## config.mk

```make
export PLATFORM = sky130hd
export DESIGN_NAME = adcfh_host_port
export DESIGN_NICKNAME = d
export VERILOG_FILES = /design/src/rtl/adcfh_pkg.sv /design/src/rtl/adcfh_fifo_if.sv /design/src/rtl/adcfh_fifo.sv /design/src/rtl/adcfh_host_port.sv
export SDC_FILE = /design/constraint.sdc
export NUM_CORES = 1
export LEC_CHECK = 0
export CAP_MARGIN = 20
export CORE_MARGIN = 2
export CORE_UTILIZATION = 50
export DETAILED_ROUTE_END_ITERATION = 10
export DONT_BUFFER_PORTS = 1
export MAX_ROUTING_LAYER = met4
export PLACE_DENSITY = 0.64
export SLEW_MARGIN = 20
export SYNTH_ARGS = -nofsm -noshare
export SYNTH_HDL_FRONTEND = slang
export SYNTH_HIERARCHICAL = 1
export SYNTH_SLANG_ARGS = --single-unit
```

## constraint.sdc

```tcl
create_clock -name sys_clk -period 3.4 [get_ports sys_clk]
set_input_delay 0.51 -clock sys_clk [delete_from_list [all_inputs] [get_ports sys_clk]]
set_output_delay 0.51 -clock sys_clk [all_outputs]
set_load 0.05 [all_outputs]
```

## src/rtl/adcfh_pkg.sv

```systemverilog
// Purpose: shared constants for the adc fifo host port
// Assumes: 100 MHz sys_clk, control words arrive on a 16-bit bus
// Notes: field positions refer to the second control word
package adcfh_pkg;
  localparam int CLK_PERIOD_NS = 10;
  localparam int BUS_W = 16;
  localparam int SAMPLE_W = 12;
  localparam int MAX_CHANS = 4;
  localparam int FIFO_DEPTH = 16;
  localparam int SYNC_W = 21;
  // control word layout
  localparam int REG_SEL_BIT = 10;
  localparam int THR_LO_BIT = 2;
  localparam int THR_HI_BIT = 3;
  localparam int FLAG_PULSE_BIT = 4;
  localparam int FLAG_POL_BIT = 5;
  localparam int RW_MODE_BIT = 6;
  localparam logic [15:0] CTRL0_RESET = 16'h0000;
  localparam logic [15:0] CTRL1_RESET = 16'h0030;
  // internal oscillator half period in single conversion mode
  localparam int OSC_HALF_NS = 50;
  localparam int OSC_HALF_CYC_RAW = (OSC_HALF_NS + CLK_PERIOD_NS - 1) / CLK_PERIOD_NS;
  localparam int OSC_HALF_CYC = (OSC_HALF_CYC_RAW < 1) ? 1 : OSC_HALF_CYC_RAW;
  localparam logic [4:0] THR_OFF = 5'h00;
  typedef enum logic [2:0] {
    ST_ARMED = 3'b001,
    ST_ACTIVE = 3'b010,
    ST_DRAIN = 3'b100
  } adcfh_state_t;
endpackage : adcfh_pkg

```

## src/rtl/adcfh_fifo_if.sv

```systemverilog
// Purpose: carrier between sequencer, read logic and result fifo
// Assumes: one clock, valid/ready on both sides
// Notes: level counts stored words
`timescale 1ns/1ps
interface adcfh_fifo_if #(parameter int W = 12, parameter int CW = 5);
  logic push_valid;
  logic push_ready;
  logic [W-1:0] push_data;
  logic pop_valid;
  logic pop_ready;
  logic [W-1:0] pop_data;
  logic [CW-1:0] level;
  modport user (output push_valid, push_data, pop_ready,
                input push_ready, pop_valid, pop_data, level);
  modport store (input push_valid, push_data, pop_ready,
                 output push_ready, pop_valid, pop_data, level);
endinterface : adcfh_fifo_if

```

## src/rtl/adcfh_fifo.sv

```systemverilog
// Purpose: result fifo between conversion sequencer and host reads
// Assumes: synchronous reset, push and pop may coincide
// Notes: full refuses pushes, so the sequencer stalls
`timescale 1ns/1ps
module adcfh_fifo #(
  parameter int W = 12,
  parameter int DEPTH = 16
) (
  // clock and reset
  input wire logic sys_clk,
  input wire logic rstn,
  // fifo ports
  adcfh_fifo_if.store f
);
  localparam int AW = $clog2(DEPTH);
  initial begin
    if (DEPTH < 2 || (DEPTH & (DEPTH - 1)) != 0) begin
      $error("fifo depth must be a power of two");
    end
  end
  logic [W-1:0] mem_ff [DEPTH];
  logic [AW-1:0] wr_ptr_ff;
  logic [AW-1:0] rd_ptr_ff;
  logic [AW:0] count_ff;
  wire do_push = f.push_valid && f.push_ready;
  wire do_pop = f.pop_valid && f.pop_ready;
  assign f.push_ready = (count_ff != (AW+1)'(DEPTH));
  assign f.pop_valid = (count_ff != '0);
  assign f.pop_data = mem_ff[rd_ptr_ff];
  assign f.level = count_ff;
  always_ff @(posedge sys_clk) begin
    if (do_push) begin
      mem_ff[wr_ptr_ff] <= f.push_data;
    end
  end
  always_ff @(posedge sys_clk) begin
    if (!rstn) begin
      wr_ptr_ff <= '0;
      rd_ptr_ff <= '0;
      count_ff <= '0;
    end else begin
      wr_ptr_ff <= wr_ptr_ff + AW'(do_push);
      rd_ptr_ff <= rd_ptr_ff + AW'(do_pop);
      count_ff <= count_ff + (AW+1)'(do_push) - (AW+1)'(do_pop);
    end
  end
  property p_no_overfill;
    @(posedge sys_clk) disable iff (!rstn) count_ff <= (AW+1)'(DEPTH);
  endproperty
  a_no_overfill: assert property (p_no_overfill) else $error("fifo count above depth");
endmodule : adcfh_fifo

```

## src/rtl/adcfh_host_port.sv

```systemverilog
// Purpose: parallel host port of a multichannel adc with result fifo
// Assumes: host pins are asynchronous and pass two flip-flops first
// Notes: strobe edges are seen about two sys_clk cycles late
// Notes on behaviour
// - bits 2,3 of control word choose threshold
// - one/two channel threshold table per code
// - three/four channel table, four-channel 11 reserved
// - differential pair and single input count alike
// - results enter fifo in fixed channel order
// - read pulse pops word and drives bus
// - read pulse needs all selects, read, no write
// - write pulse latches bus into addressed register
// - write pulse needs all selects, write, no read
// - write input may become combined direction line
// - bit 4 level/pulse, bit 5 polarity
// - flag goes active when fill reaches threshold
// - flag returns inactive in both shaping modes
// - level flag clears on first read, rearms later
// - pulse lasts half sample or oscillator period
// - no new pulse before threshold reads done
// - bit 6 picks combined direction or split strobes
`timescale 1ns/1ps
module adcfh_host_port
  import adcfh_pkg::*;
#(
  parameter int DEPTH = adcfh_pkg::FIFO_DEPTH
) (
  // clock and reset
  input wire logic sys_clk,
  input wire logic rstn,
  // host pins
  input wire logic select_active_low_n,
  input wire logic select_active_high,
  input wire logic read_n,
  input wire logic write_n,
  input wire logic [adcfh_pkg::BUS_W-1:0] data_in,
  output logic [adcfh_pkg::BUS_W-1:0] data_out,
  output logic data_oe_n,
  output logic fifo_ready_flag,
  // conversion side
  input wire logic sample_clock_in,
  input wire logic continuous_mode,
  input wire logic [1:0] diff_pairs,
  input wire logic [2:0] single_inputs,
  input wire logic conv_valid,
  input wire logic [adcfh_pkg::MAX_CHANS*adcfh_pkg::SAMPLE_W-1:0] conv_data,
  output logic conv_ready,
  // control words
  output logic [adcfh_pkg::BUS_W-1:0] ctrl0_word,
  output logic [adcfh_pkg::BUS_W-1:0] ctrl1_word
);
  initial begin
    if (DEPTH < 14) begin
      $error("fifo depth must hold the largest threshold");
    end
  end
  localparam int CW = $clog2(DEPTH) + 1;

  // pin synchroniser; first stage feeds only the second
  logic [SYNC_W-1:0] sync1_ff;
  logic [SYNC_W-1:0] sync2_ff;
  wire [SYNC_W-1:0] pins = {sample_clock_in, write_n, read_n, select_active_high,
                            select_active_low_n, data_in};
  always_ff @(posedge sys_clk) begin
    if (!rstn) begin
      // idle pin levels, so no false strobe or sample clock edge follows reset
      sync1_ff <= 21'h0D_0000;
      sync2_ff <= 21'h0D_0000;
    end else begin
      sync1_ff <= pins;
      sync2_ff <= sync1_ff;
    end
  end
  wire [BUS_W-1:0] bus_s = sync2_ff[BUS_W-1:0];
  wire sel_low_n_s = sync2_ff[16];
  wire sel_high_s = sync2_ff[17];
  wire read_n_s = sync2_ff[18];
  wire write_n_s = sync2_ff[19];
  wire sclk_s = sync2_ff[20];

  // control registers
  logic [BUS_W-1:0] ctrl0_ff;
  logic [BUS_W-1:0] ctrl1_ff;
  wire [1:0] thr_code = {ctrl1_ff[THR_HI_BIT], ctrl1_ff[THR_LO_BIT]};
  wire pulse_mode = ctrl1_ff[FLAG_PULSE_BIT];
  wire active_high = ctrl1_ff[FLAG_POL_BIT];
  wire rw_mode = ctrl1_ff[RW_MODE_BIT];

  // internal strobes: last valid starts, first invalid ends
  wire both_sel = !sel_low_n_s && sel_high_s;
  // direction mode ignores read input; host keeps it high
  wire rd_req = rw_mode ? write_n_s : (!read_n_s && write_n_s);
  wire wr_req = rw_mode ? !write_n_s : (!write_n_s && read_n_s);
  wire internal_read_pulse = both_sel && rd_req;
  wire internal_write_pulse = both_sel && wr_req;
  logic rd_d_ff;
  logic wr_d_ff;
  logic sclk_d_ff;
  wire rd_start = internal_read_pulse && !rd_d_ff;
  wire wr_end = !internal_write_pulse && wr_d_ff;
  wire sclk_edge = sclk_s ^ sclk_d_ff;
  logic [BUS_W-1:0] wr_data_ff;
  always_ff @(posedge sys_clk) begin
    if (!rstn) begin
      rd_d_ff <= 1'b0;
      wr_d_ff <= 1'b0;
      sclk_d_ff <= 1'b0;
      wr_data_ff <= 16'h0000;
    end else begin
      rd_d_ff <= internal_read_pulse;
      wr_d_ff <= internal_write_pulse;
      sclk_d_ff <= sclk_s;
      wr_data_ff <= internal_write_pulse ? bus_s : wr_data_ff;
    end
  end
  // latch on the closing edge so late data setup is still met
  always_ff @(posedge sys_clk) begin
    if (!rstn) begin
      ctrl0_ff <= CTRL0_RESET;
      ctrl1_ff <= CTRL1_RESET;
    end else if (wr_end) begin
      ctrl0_ff <= wr_data_ff[REG_SEL_BIT] ? ctrl0_ff : wr_data_ff;
      ctrl1_ff <= wr_data_ff[REG_SEL_BIT] ? wr_data_ff : ctrl1_ff;
    end
  end
  assign ctrl0_word = ctrl0_ff;
  assign ctrl1_word = ctrl1_ff;

  // channel count: any input kind is one channel
  wire [3:0] chan_sum = 4'(diff_pairs) + 4'(single_inputs);
  wire [2:0] chans = (chan_sum == 4'h0) ? 3'd1 : (chan_sum > 4'h4) ? 3'd4 : chan_sum[2:0];

  // threshold table; reserved code never triggers
  function automatic logic [4:0] thr_lookup(input logic [2:0] n, input logic [1:0] c);
    logic [4:0] v;
    v = THR_OFF;
    unique case (n)
      3'd1: v = (c == 2'd0) ? 5'd1 : (c == 2'd1) ? 5'd4 : (c == 2'd2) ? 5'd8 : 5'd14;
      3'd2: v = (c == 2'd0) ? 5'd2 : (c == 2'd1) ? 5'd4 : (c == 2'd2) ? 5'd8 : 5'd12;
      3'd3: v = (c == 2'd0) ? 5'd3 : (c == 2'd1) ? 5'd6 : (c == 2'd2) ? 5'd9 : 5'd12;
      default: v = (c == 2'd0) ? 5'd4 : (c == 2'd1) ? 5'd8 : (c == 2'd2) ? 5'd12 : THR_OFF;
    endcase
    return v;
  endfunction : thr_lookup
  wire [4:0] thr_val = thr_lookup(chans, thr_code);

  // fifo and channel sequencer
  adcfh_fifo_if #(.W(SAMPLE_W), .CW(CW)) fq ();
  adcfh_fifo #(.W(SAMPLE_W), .DEPTH(DEPTH)) u_fifo (
    .sys_clk(sys_clk),
    .rstn(rstn),
    .f(fq)
  );
  logic busy_ff;
  logic [1:0] seq_idx_ff;
  logic [2:0] frame_chans_ff;
  logic [MAX_CHANS*SAMPLE_W-1:0] frame_ff;
  wire last_chan = (3'(seq_idx_ff) + 3'd1) == frame_chans_ff;
  assign conv_ready = !busy_ff;
  assign fq.push_valid = busy_ff;
  assign fq.push_data = frame_ff[seq_idx_ff*SAMPLE_W +: SAMPLE_W];
  always_ff @(posedge sys_clk) begin
    if (!rstn) begin
      busy_ff <= 1'b0;
      seq_idx_ff <= 2'd0;
      frame_chans_ff <= 3'd1;
      frame_ff <= '0;
    end else if (!busy_ff && conv_valid) begin
      busy_ff <= 1'b1;
      seq_idx_ff <= 2'd0;
      frame_chans_ff <= chans;
      frame_ff <= conv_data;
    end else if (busy_ff && fq.push_ready) begin
      busy_ff <= !last_chan;
      seq_idx_ff <= seq_idx_ff + 2'd1;
    end
  end

  // read path: pop on strobe start, drive bus while strobe lasts
  assign fq.pop_ready = rd_start;
  logic [BUS_W-1:0] data_out_ff;
  always_ff @(posedge sys_clk) begin
    if (!rstn) begin
      data_out_ff <= 16'h0000;
    end else if (rd_start) begin
      data_out_ff <= fq.pop_valid ? BUS_W'(fq.pop_data) : 16'h0000;
    end
  end
  assign data_out = data_out_ff;
  assign data_oe_n = !(internal_read_pulse && rd_d_ff);

  // ready flag; reads are counted in ST_ACTIVE and ST_DRAIN
  adcfh_state_t state_ff;
  adcfh_state_t nxt_state;
  logic [4:0] reads_left_ff;
  logic [4:0] nxt_reads_left;
  logic [7:0] pulse_cnt_ff;
  wire [4:0] reads_dec = (rd_start && reads_left_ff != 5'h00) ? reads_left_ff - 5'd1 :
                         reads_left_ff;
  wire trig = (thr_val != THR_OFF) && (fq.level >= CW'(thr_val));
  wire pulse_done = continuous_mode ? sclk_edge :
                    (pulse_cnt_ff == 8'(OSC_HALF_CYC - 1));
  always_comb begin
    nxt_state = state_ff;
    nxt_reads_left = reads_dec;
    unique case (state_ff)
      ST_ARMED: begin
        if (trig) begin
          nxt_state = ST_ACTIVE;
          nxt_reads_left = thr_val;
        end
      end
      ST_ACTIVE: begin
        if (pulse_mode ? pulse_done : rd_start) begin
          nxt_state = ST_DRAIN;
        end
      end
      ST_DRAIN: begin
        if (reads_dec == 5'h00) begin
          nxt_state = ST_ARMED;
        end
      end
      default: nxt_state = ST_ARMED;
    endcase
    if (nxt_state == ST_DRAIN && reads_dec == 5'h00 && state_ff != ST_ARMED) begin
      nxt_state = ST_ARMED;
    end
  end
  always_ff @(posedge sys_clk) begin
    if (!rstn) begin
      state_ff <= ST_ARMED;
      reads_left_ff <= 5'h00;
      pulse_cnt_ff <= 8'h00;
    end else begin
      state_ff <= nxt_state;
      reads_left_ff <= nxt_reads_left;
      pulse_cnt_ff <= (state_ff == ST_ACTIVE) ? pulse_cnt_ff + 8'd1 : 8'h00;
    end
  end
  wire flag_on = (state_ff == ST_ACTIVE);
  logic flag_ff;
  always_ff @(posedge sys_clk) begin
    if (!rstn) begin
      flag_ff <= 1'b0;
    end else begin
      flag_ff <= active_high ? flag_on : !flag_on;
    end
  end
  assign fifo_ready_flag = flag_ff;

  property p_thr_one_chan;
    @(posedge sys_clk) disable iff (!rstn) (chans == 3'd1 && thr_code == 2'd3) |-> thr_val == 5'd14;
  endproperty
  a_thr_one_chan: assert property (p_thr_one_chan) else $error("one channel code 3 not 14");
  property p_thr_four_res;
    @(posedge sys_clk) disable iff (!rstn) (chans == 3'd4 && thr_code == 2'd3) |-> !trig;
  endproperty
  a_thr_four_res: assert property (p_thr_four_res) else $error("reserved code triggered");
  property p_read_data;
    @(posedge sys_clk) disable iff (!rstn) (rd_start && fq.pop_valid) |=> data_out == BUS_W'($past(fq.pop_data));
  endproperty
  a_read_data: assert property (p_read_data) else $error("read word not presented");
  property p_read_excl;
    @(posedge sys_clk) disable iff (!rstn) internal_read_pulse |-> !internal_write_pulse && both_sel;
  endproperty
  a_read_excl: assert property (p_read_excl) else $error("read pulse with write or no select");
  property p_write_ctrl1;
    @(posedge sys_clk) disable iff (!rstn) (wr_end && wr_data_ff[REG_SEL_BIT]) |=> ctrl1_ff == $past(wr_data_ff);
  endproperty
  a_write_ctrl1: assert property (p_write_ctrl1) else $error("control word not latched");
  property p_rw_read;
    @(posedge sys_clk) disable iff (!rstn) (rw_mode && internal_read_pulse) |-> write_n_s;
  endproperty
  a_rw_read: assert property (p_rw_read) else $error("direction mode read with line low");
  property p_trig_active;
    @(posedge sys_clk) disable iff (!rstn) (state_ff == ST_ARMED && trig) |=> state_ff == ST_ACTIVE ##1 flag_ff == active_high;
  endproperty
  a_trig_active: assert property (p_trig_active) else $error("threshold met but flag idle");
  property p_level_clear;
    @(posedge sys_clk) disable iff (!rstn) (flag_on && !pulse_mode && rd_start) |=> !flag_on;
  endproperty
  a_level_clear: assert property (p_level_clear) else $error("level flag kept after read");
  property p_pulse_len;
    @(posedge sys_clk) disable iff (!rstn) (flag_on && pulse_mode && !continuous_mode) |-> pulse_cnt_ff < 8'(OSC_HALF_CYC);
  endproperty
  a_pulse_len: assert property (p_pulse_len) else $error("pulse longer than half period");
  property p_no_rearm;
    @(posedge sys_clk) disable iff (!rstn) (state_ff == ST_DRAIN && reads_dec != 5'h00) |=> !flag_on;
  endproperty
  a_no_rearm: assert property (p_no_rearm) else $error("flag rearmed before reads done");
endmodule : adcfh_host_port

```

==> flow_metrics.env <==
export IMPL_first_global_vias=8151
export IMPL_layout_drive_gt1_share_pct=14.8
export IMPL_grt_max_degree=135
export IMPL_relSlewSlack_pct=34.6
export IMPL_cp_arrival_ps=3450
export IMPL_setup_tns_ps=0
export IMPL_intPower_mw=7.80
export IMPL_synth_area_mm2=0.0148
export IMPL_tritoncts_num_buffers=40
export IMPL_setup_viol=0
export IMPL_synth_seq_cells=380
export IMPL_p_seq_share_pct=50.8
export IMPL_initial_core_util_pct=50.4
export IMPL_h_tree_depth=2
export IMPL_row_count=63
export IMPL_critPathCapture="u_fifo/f.level[4]$_SDFF_PN0_"
export IMPL_wirelength_um=29100
export IMPL_coreArea_mm2=0.0294
export IMPL_r2r_cells=12
export IMPL_clk_pin_slew_ps=60
export IMPL_route_detailed_drc=0
export IMPL_synthFlopType="edfxtp_1"
export IMPL_post_cts_setup_buffers=0
export IMPL_setup_worst_path_start="u_fifo/f.level[2]$_SDFF_PN0_"
export IMPL_synth_largest_area_cell="edfxtp_1"
export IMPL_cts_tree="done"
export IMPL_cpLargestDelayFamily="simple AND/OR/NAND/NOR gates"
export IMPL_fin_cells=1494
export IMPL_cts_hold_buf=0
export IMPL_fin_crit_ps=3040
export IMPL_vias=8213
export IMPL_use_met3_pct=3.73
export IMPL_numPortBuffers=0
export IMPL_reg2reg_setup_slack_ps=360
export IMPL_dieArea_mm2=0.0310
export IMPL_drt_iter0_drc=556
export IMPL_fp_dieH_um=176
export IMPL_p_leak_nw=5.71
export IMPL_grt_pass1_wl_um=45600
export IMPL_n_antenna_cell=0
export IMPL_clkLatencyLatePin_ps=530
export IMPL_p_sw_mw=2.31
export IMPL_grt_setup_unrepaired="no"
export IMPL_cp_start_kind="flop"
export IMPL_skew_ps=19.1
export IMPL_globalRouteTotalUtil_pct=19.5
export IMPL_synthCells=1056
export IMPL_ioPinCount=129
export IMPL_busiest_layer="met2"
export IMPL_synthArstFlopShare_pct=0
export IMPL_synth_seq_area_share_pct=64.3
export IMPL_first_pass_iters=5
export IMPL_min_path_type="input port to flop"
export IMPL_power_frac_comb_pct=8.9
export IMPL_tightest_slew_ps=978
export IMPL_fmax_mhz=329
export IMPL_finalHoldViolations=0
export IMPL_vdd_drop_max_v=0.000407
export IMPL_synthTopCellsByArea="edfxtp_1, dfxtp_1, mux4_2, nand2_1, a22o_1"
export IMPL_yosysMostFrequentCell="edfxtp_1"
export IMPL_required_ps=3810
export IMPL_antenna_left=0
export IMPL_cts_buffer_depth=3
export IMPL_multiInputGateArea_mm2=0.00487
export IMPL_cp_cell_sequence="inv_1 > ha_1 > or4b_1 > and2_1 > ha_1 > inv_1 > ha_1 > fa_1 > a21oi_1 > nor2_1 > or3_1 > and3_1"
export IMPL_r2r_start="u_fifo/f.level[2]$_SDFF_PN0_"
export IMPL_antenna_found_initial=0
export IMPL_placed_cells_incl_taps=1420
export IMPL_fin_crit_sh_pct=89.3
export IMPL_layout_nets=1176
export IMPL_critPathKind="flop to flop"
export IMPL_outcome="finished clean"
export IMPL_area_delta_synth_final_pct=11.3
export IMPL_cp_end_kind="flop"
export IMPL_register_area_mm2=0.00953
export IMPL_drv_cap=0
export IMPL_cts_root_buf="clkbuf_16"
export IMPL_clkPwrFrac_pct=40.3
export IMPL_place_congestion=0.736
export IMPL_synth_cell_type_count=67
export IMPL_p_sw_share_pct=22.9
export IMPL_grt_ovfl_total=0
export IMPL_n_fill_cell=2366
export IMPL_use_met1_pct=28.3
export IMPL_cts_sinks=380
export IMPL_use_met2_pct=28.4
export IMPL_synth_commonest_cells="edfxtp_1, dfxtp_1, nand2_1, and2_1"
export IMPL_slew_violations=0
export IMPL_critPathBufInv=2
export IMPL_via_per_inst=5.50
export IMPL_netlist_area_leader_share_pct=38.9
export IMPL_r2r_end="u_fifo/f.level[4]$_SDFF_PN0_"
export IMPL_syn_avg_cell_area_um2=14.0
export IMPL_p_per_area_mw_per_mm2=613
export IMPL_yosysWarnings=6
export IMPL_die_w_um=176
export IMPL_slowest_delay_ps=450
export IMPL_path_depth=12
export IMPL_path_common_cell="ha_1"
export IMPL_wire_per_inst_um=19.5
export IMPL_post_dp_hpwl_um=18800
export IMPL_cpMaxStageDelayCell="or4b_1"
export IMPL_cp_max_fo=3
export IMPL_cts_resized=0
export IMPL_synth_edf_count=192
cells in the final DEF (no fill, tap or decap), types with 21 or more instances in the layout:
cell type,count
a21boi_0,55
inv_1,21
a22o_1,49
dfxtp_1,186
a22oi_1,25
clkbuf_16,42
mux4_2,55
ha_1,24
nand3_1,24
and2_1,56
edfxtp_1,192
buf_4,32
nand2_1,131
nor2_1,35
how the worst min path moves through the flow:
| stage | start | endpoint | slack [ps] | cells past startpoint |
|---|---|---|---|---|
| 2_1_floorplan | sync1_ff[16]$_SDFF_PN1_ | sync2_ff[16]$_SDFF_PN1_ | 390 | 1 |
| 3_3_place_gp | sync1_ff[19]$_SDFF_PN1_ | sync2_ff[19]$_SDFF_PN1_ | 390 | 1 |
| 3_5_place_dp | sync1_ff[19]$_SDFF_PN1_ | sync2_ff[19]$_SDFF_PN1_ | 400 | 1 |
| 4_1_cts | rstn | state_ff[0]$_SDFF_PP1_ | 60 | 1 |
| 5_1_grt | rstn | state_ff[0]$_SDFF_PP1_ | 70 | 1 |
| 6_report | rstn | state_ff[0]$_SDFF_PP1_ | 90 | 1 |
stage by stage:
step	power [mW]	worst slack (ps)	util [%]	hold WS, ps	cell area [µm²]
finish	10.1	363	56.1	91.7	16500
global placement	6.10	379	51.8	393	15200
CTS	10.2	360	56.1	56.2	16500
global route	10.5	166	56.1	66.8	16500
detailed placement	6.13	297	51.8	396	15200
floorplan	5.93	259	-	386	14800
cell type report:
| cell class | instances | share of cell area (%) |
|---|---|---|
| flip-flops and latches | 380 | 57.8 |
| inverters | 23 | 0.531 |
| multi-input cells | 594 | 29.5 |
| clock buffers | 63 | 7.21 |
| well taps | 390 | 2.96 |
| clock inverters | 11 | 0.379 |
| repair buffers | 33 | 1.58 |
flip-flops by register name, summed over array words and instances (netlist names), 8 cells and up:
signal / count
ctrl0_word: 15
ctrl1_word: 16
data_out: 12
frame_ff: 48
pulse_cnt_ff: 8
sync1_ff: 21
sync2_ff: 21
u_fifo/mem_ff: 192
wr_data_ff: 16
power groups by stage:
stage	sequential, mW	combinational, mW	clock [mW]
6_report	5.14	0.897	4.08
3_5_place_dp	5.23	0.898	0
5_1_grt	5.16	1.00	4.37
3_3_place_gp	5.23	0.873	0
2_1_floorplan	5.20	0.727	0
4_1_cts	5.14	0.902	4.18
cells by family (layout without fill, tap and decap cells):
| group | after synthesis | in the layout | synth area share (%) |
|---|---|---|---|
| AO/OA/AOI/OAI | 171 | 171 | 9.20 |
| AND/OR/NAND/NOR | 307 | 307 | 10.5 |
| flip-flops | 380 | 380 | 64.3 |
| multiplexers | 65 | 65 | 9.58 |
| buffers and inverters | 86 | 130 | 2.92 |
| other | 1 | 5 | 0.0253 |
| adder cells (fa/ha/maj) | 26 | 26 | 2.30 |
| XOR/XNOR | 20 | 20 | 1.18 |
per-layer routing:
layer / share of wire [%] / vias to the layer above
li1: - / 3926
met3: 6.1 / 41
met4: 1.7 / 0
met5: 0 / -
met2: 44 / 232
met1: 48 / 4014
No activity file was read; power rests on OpenSTA's default activity.
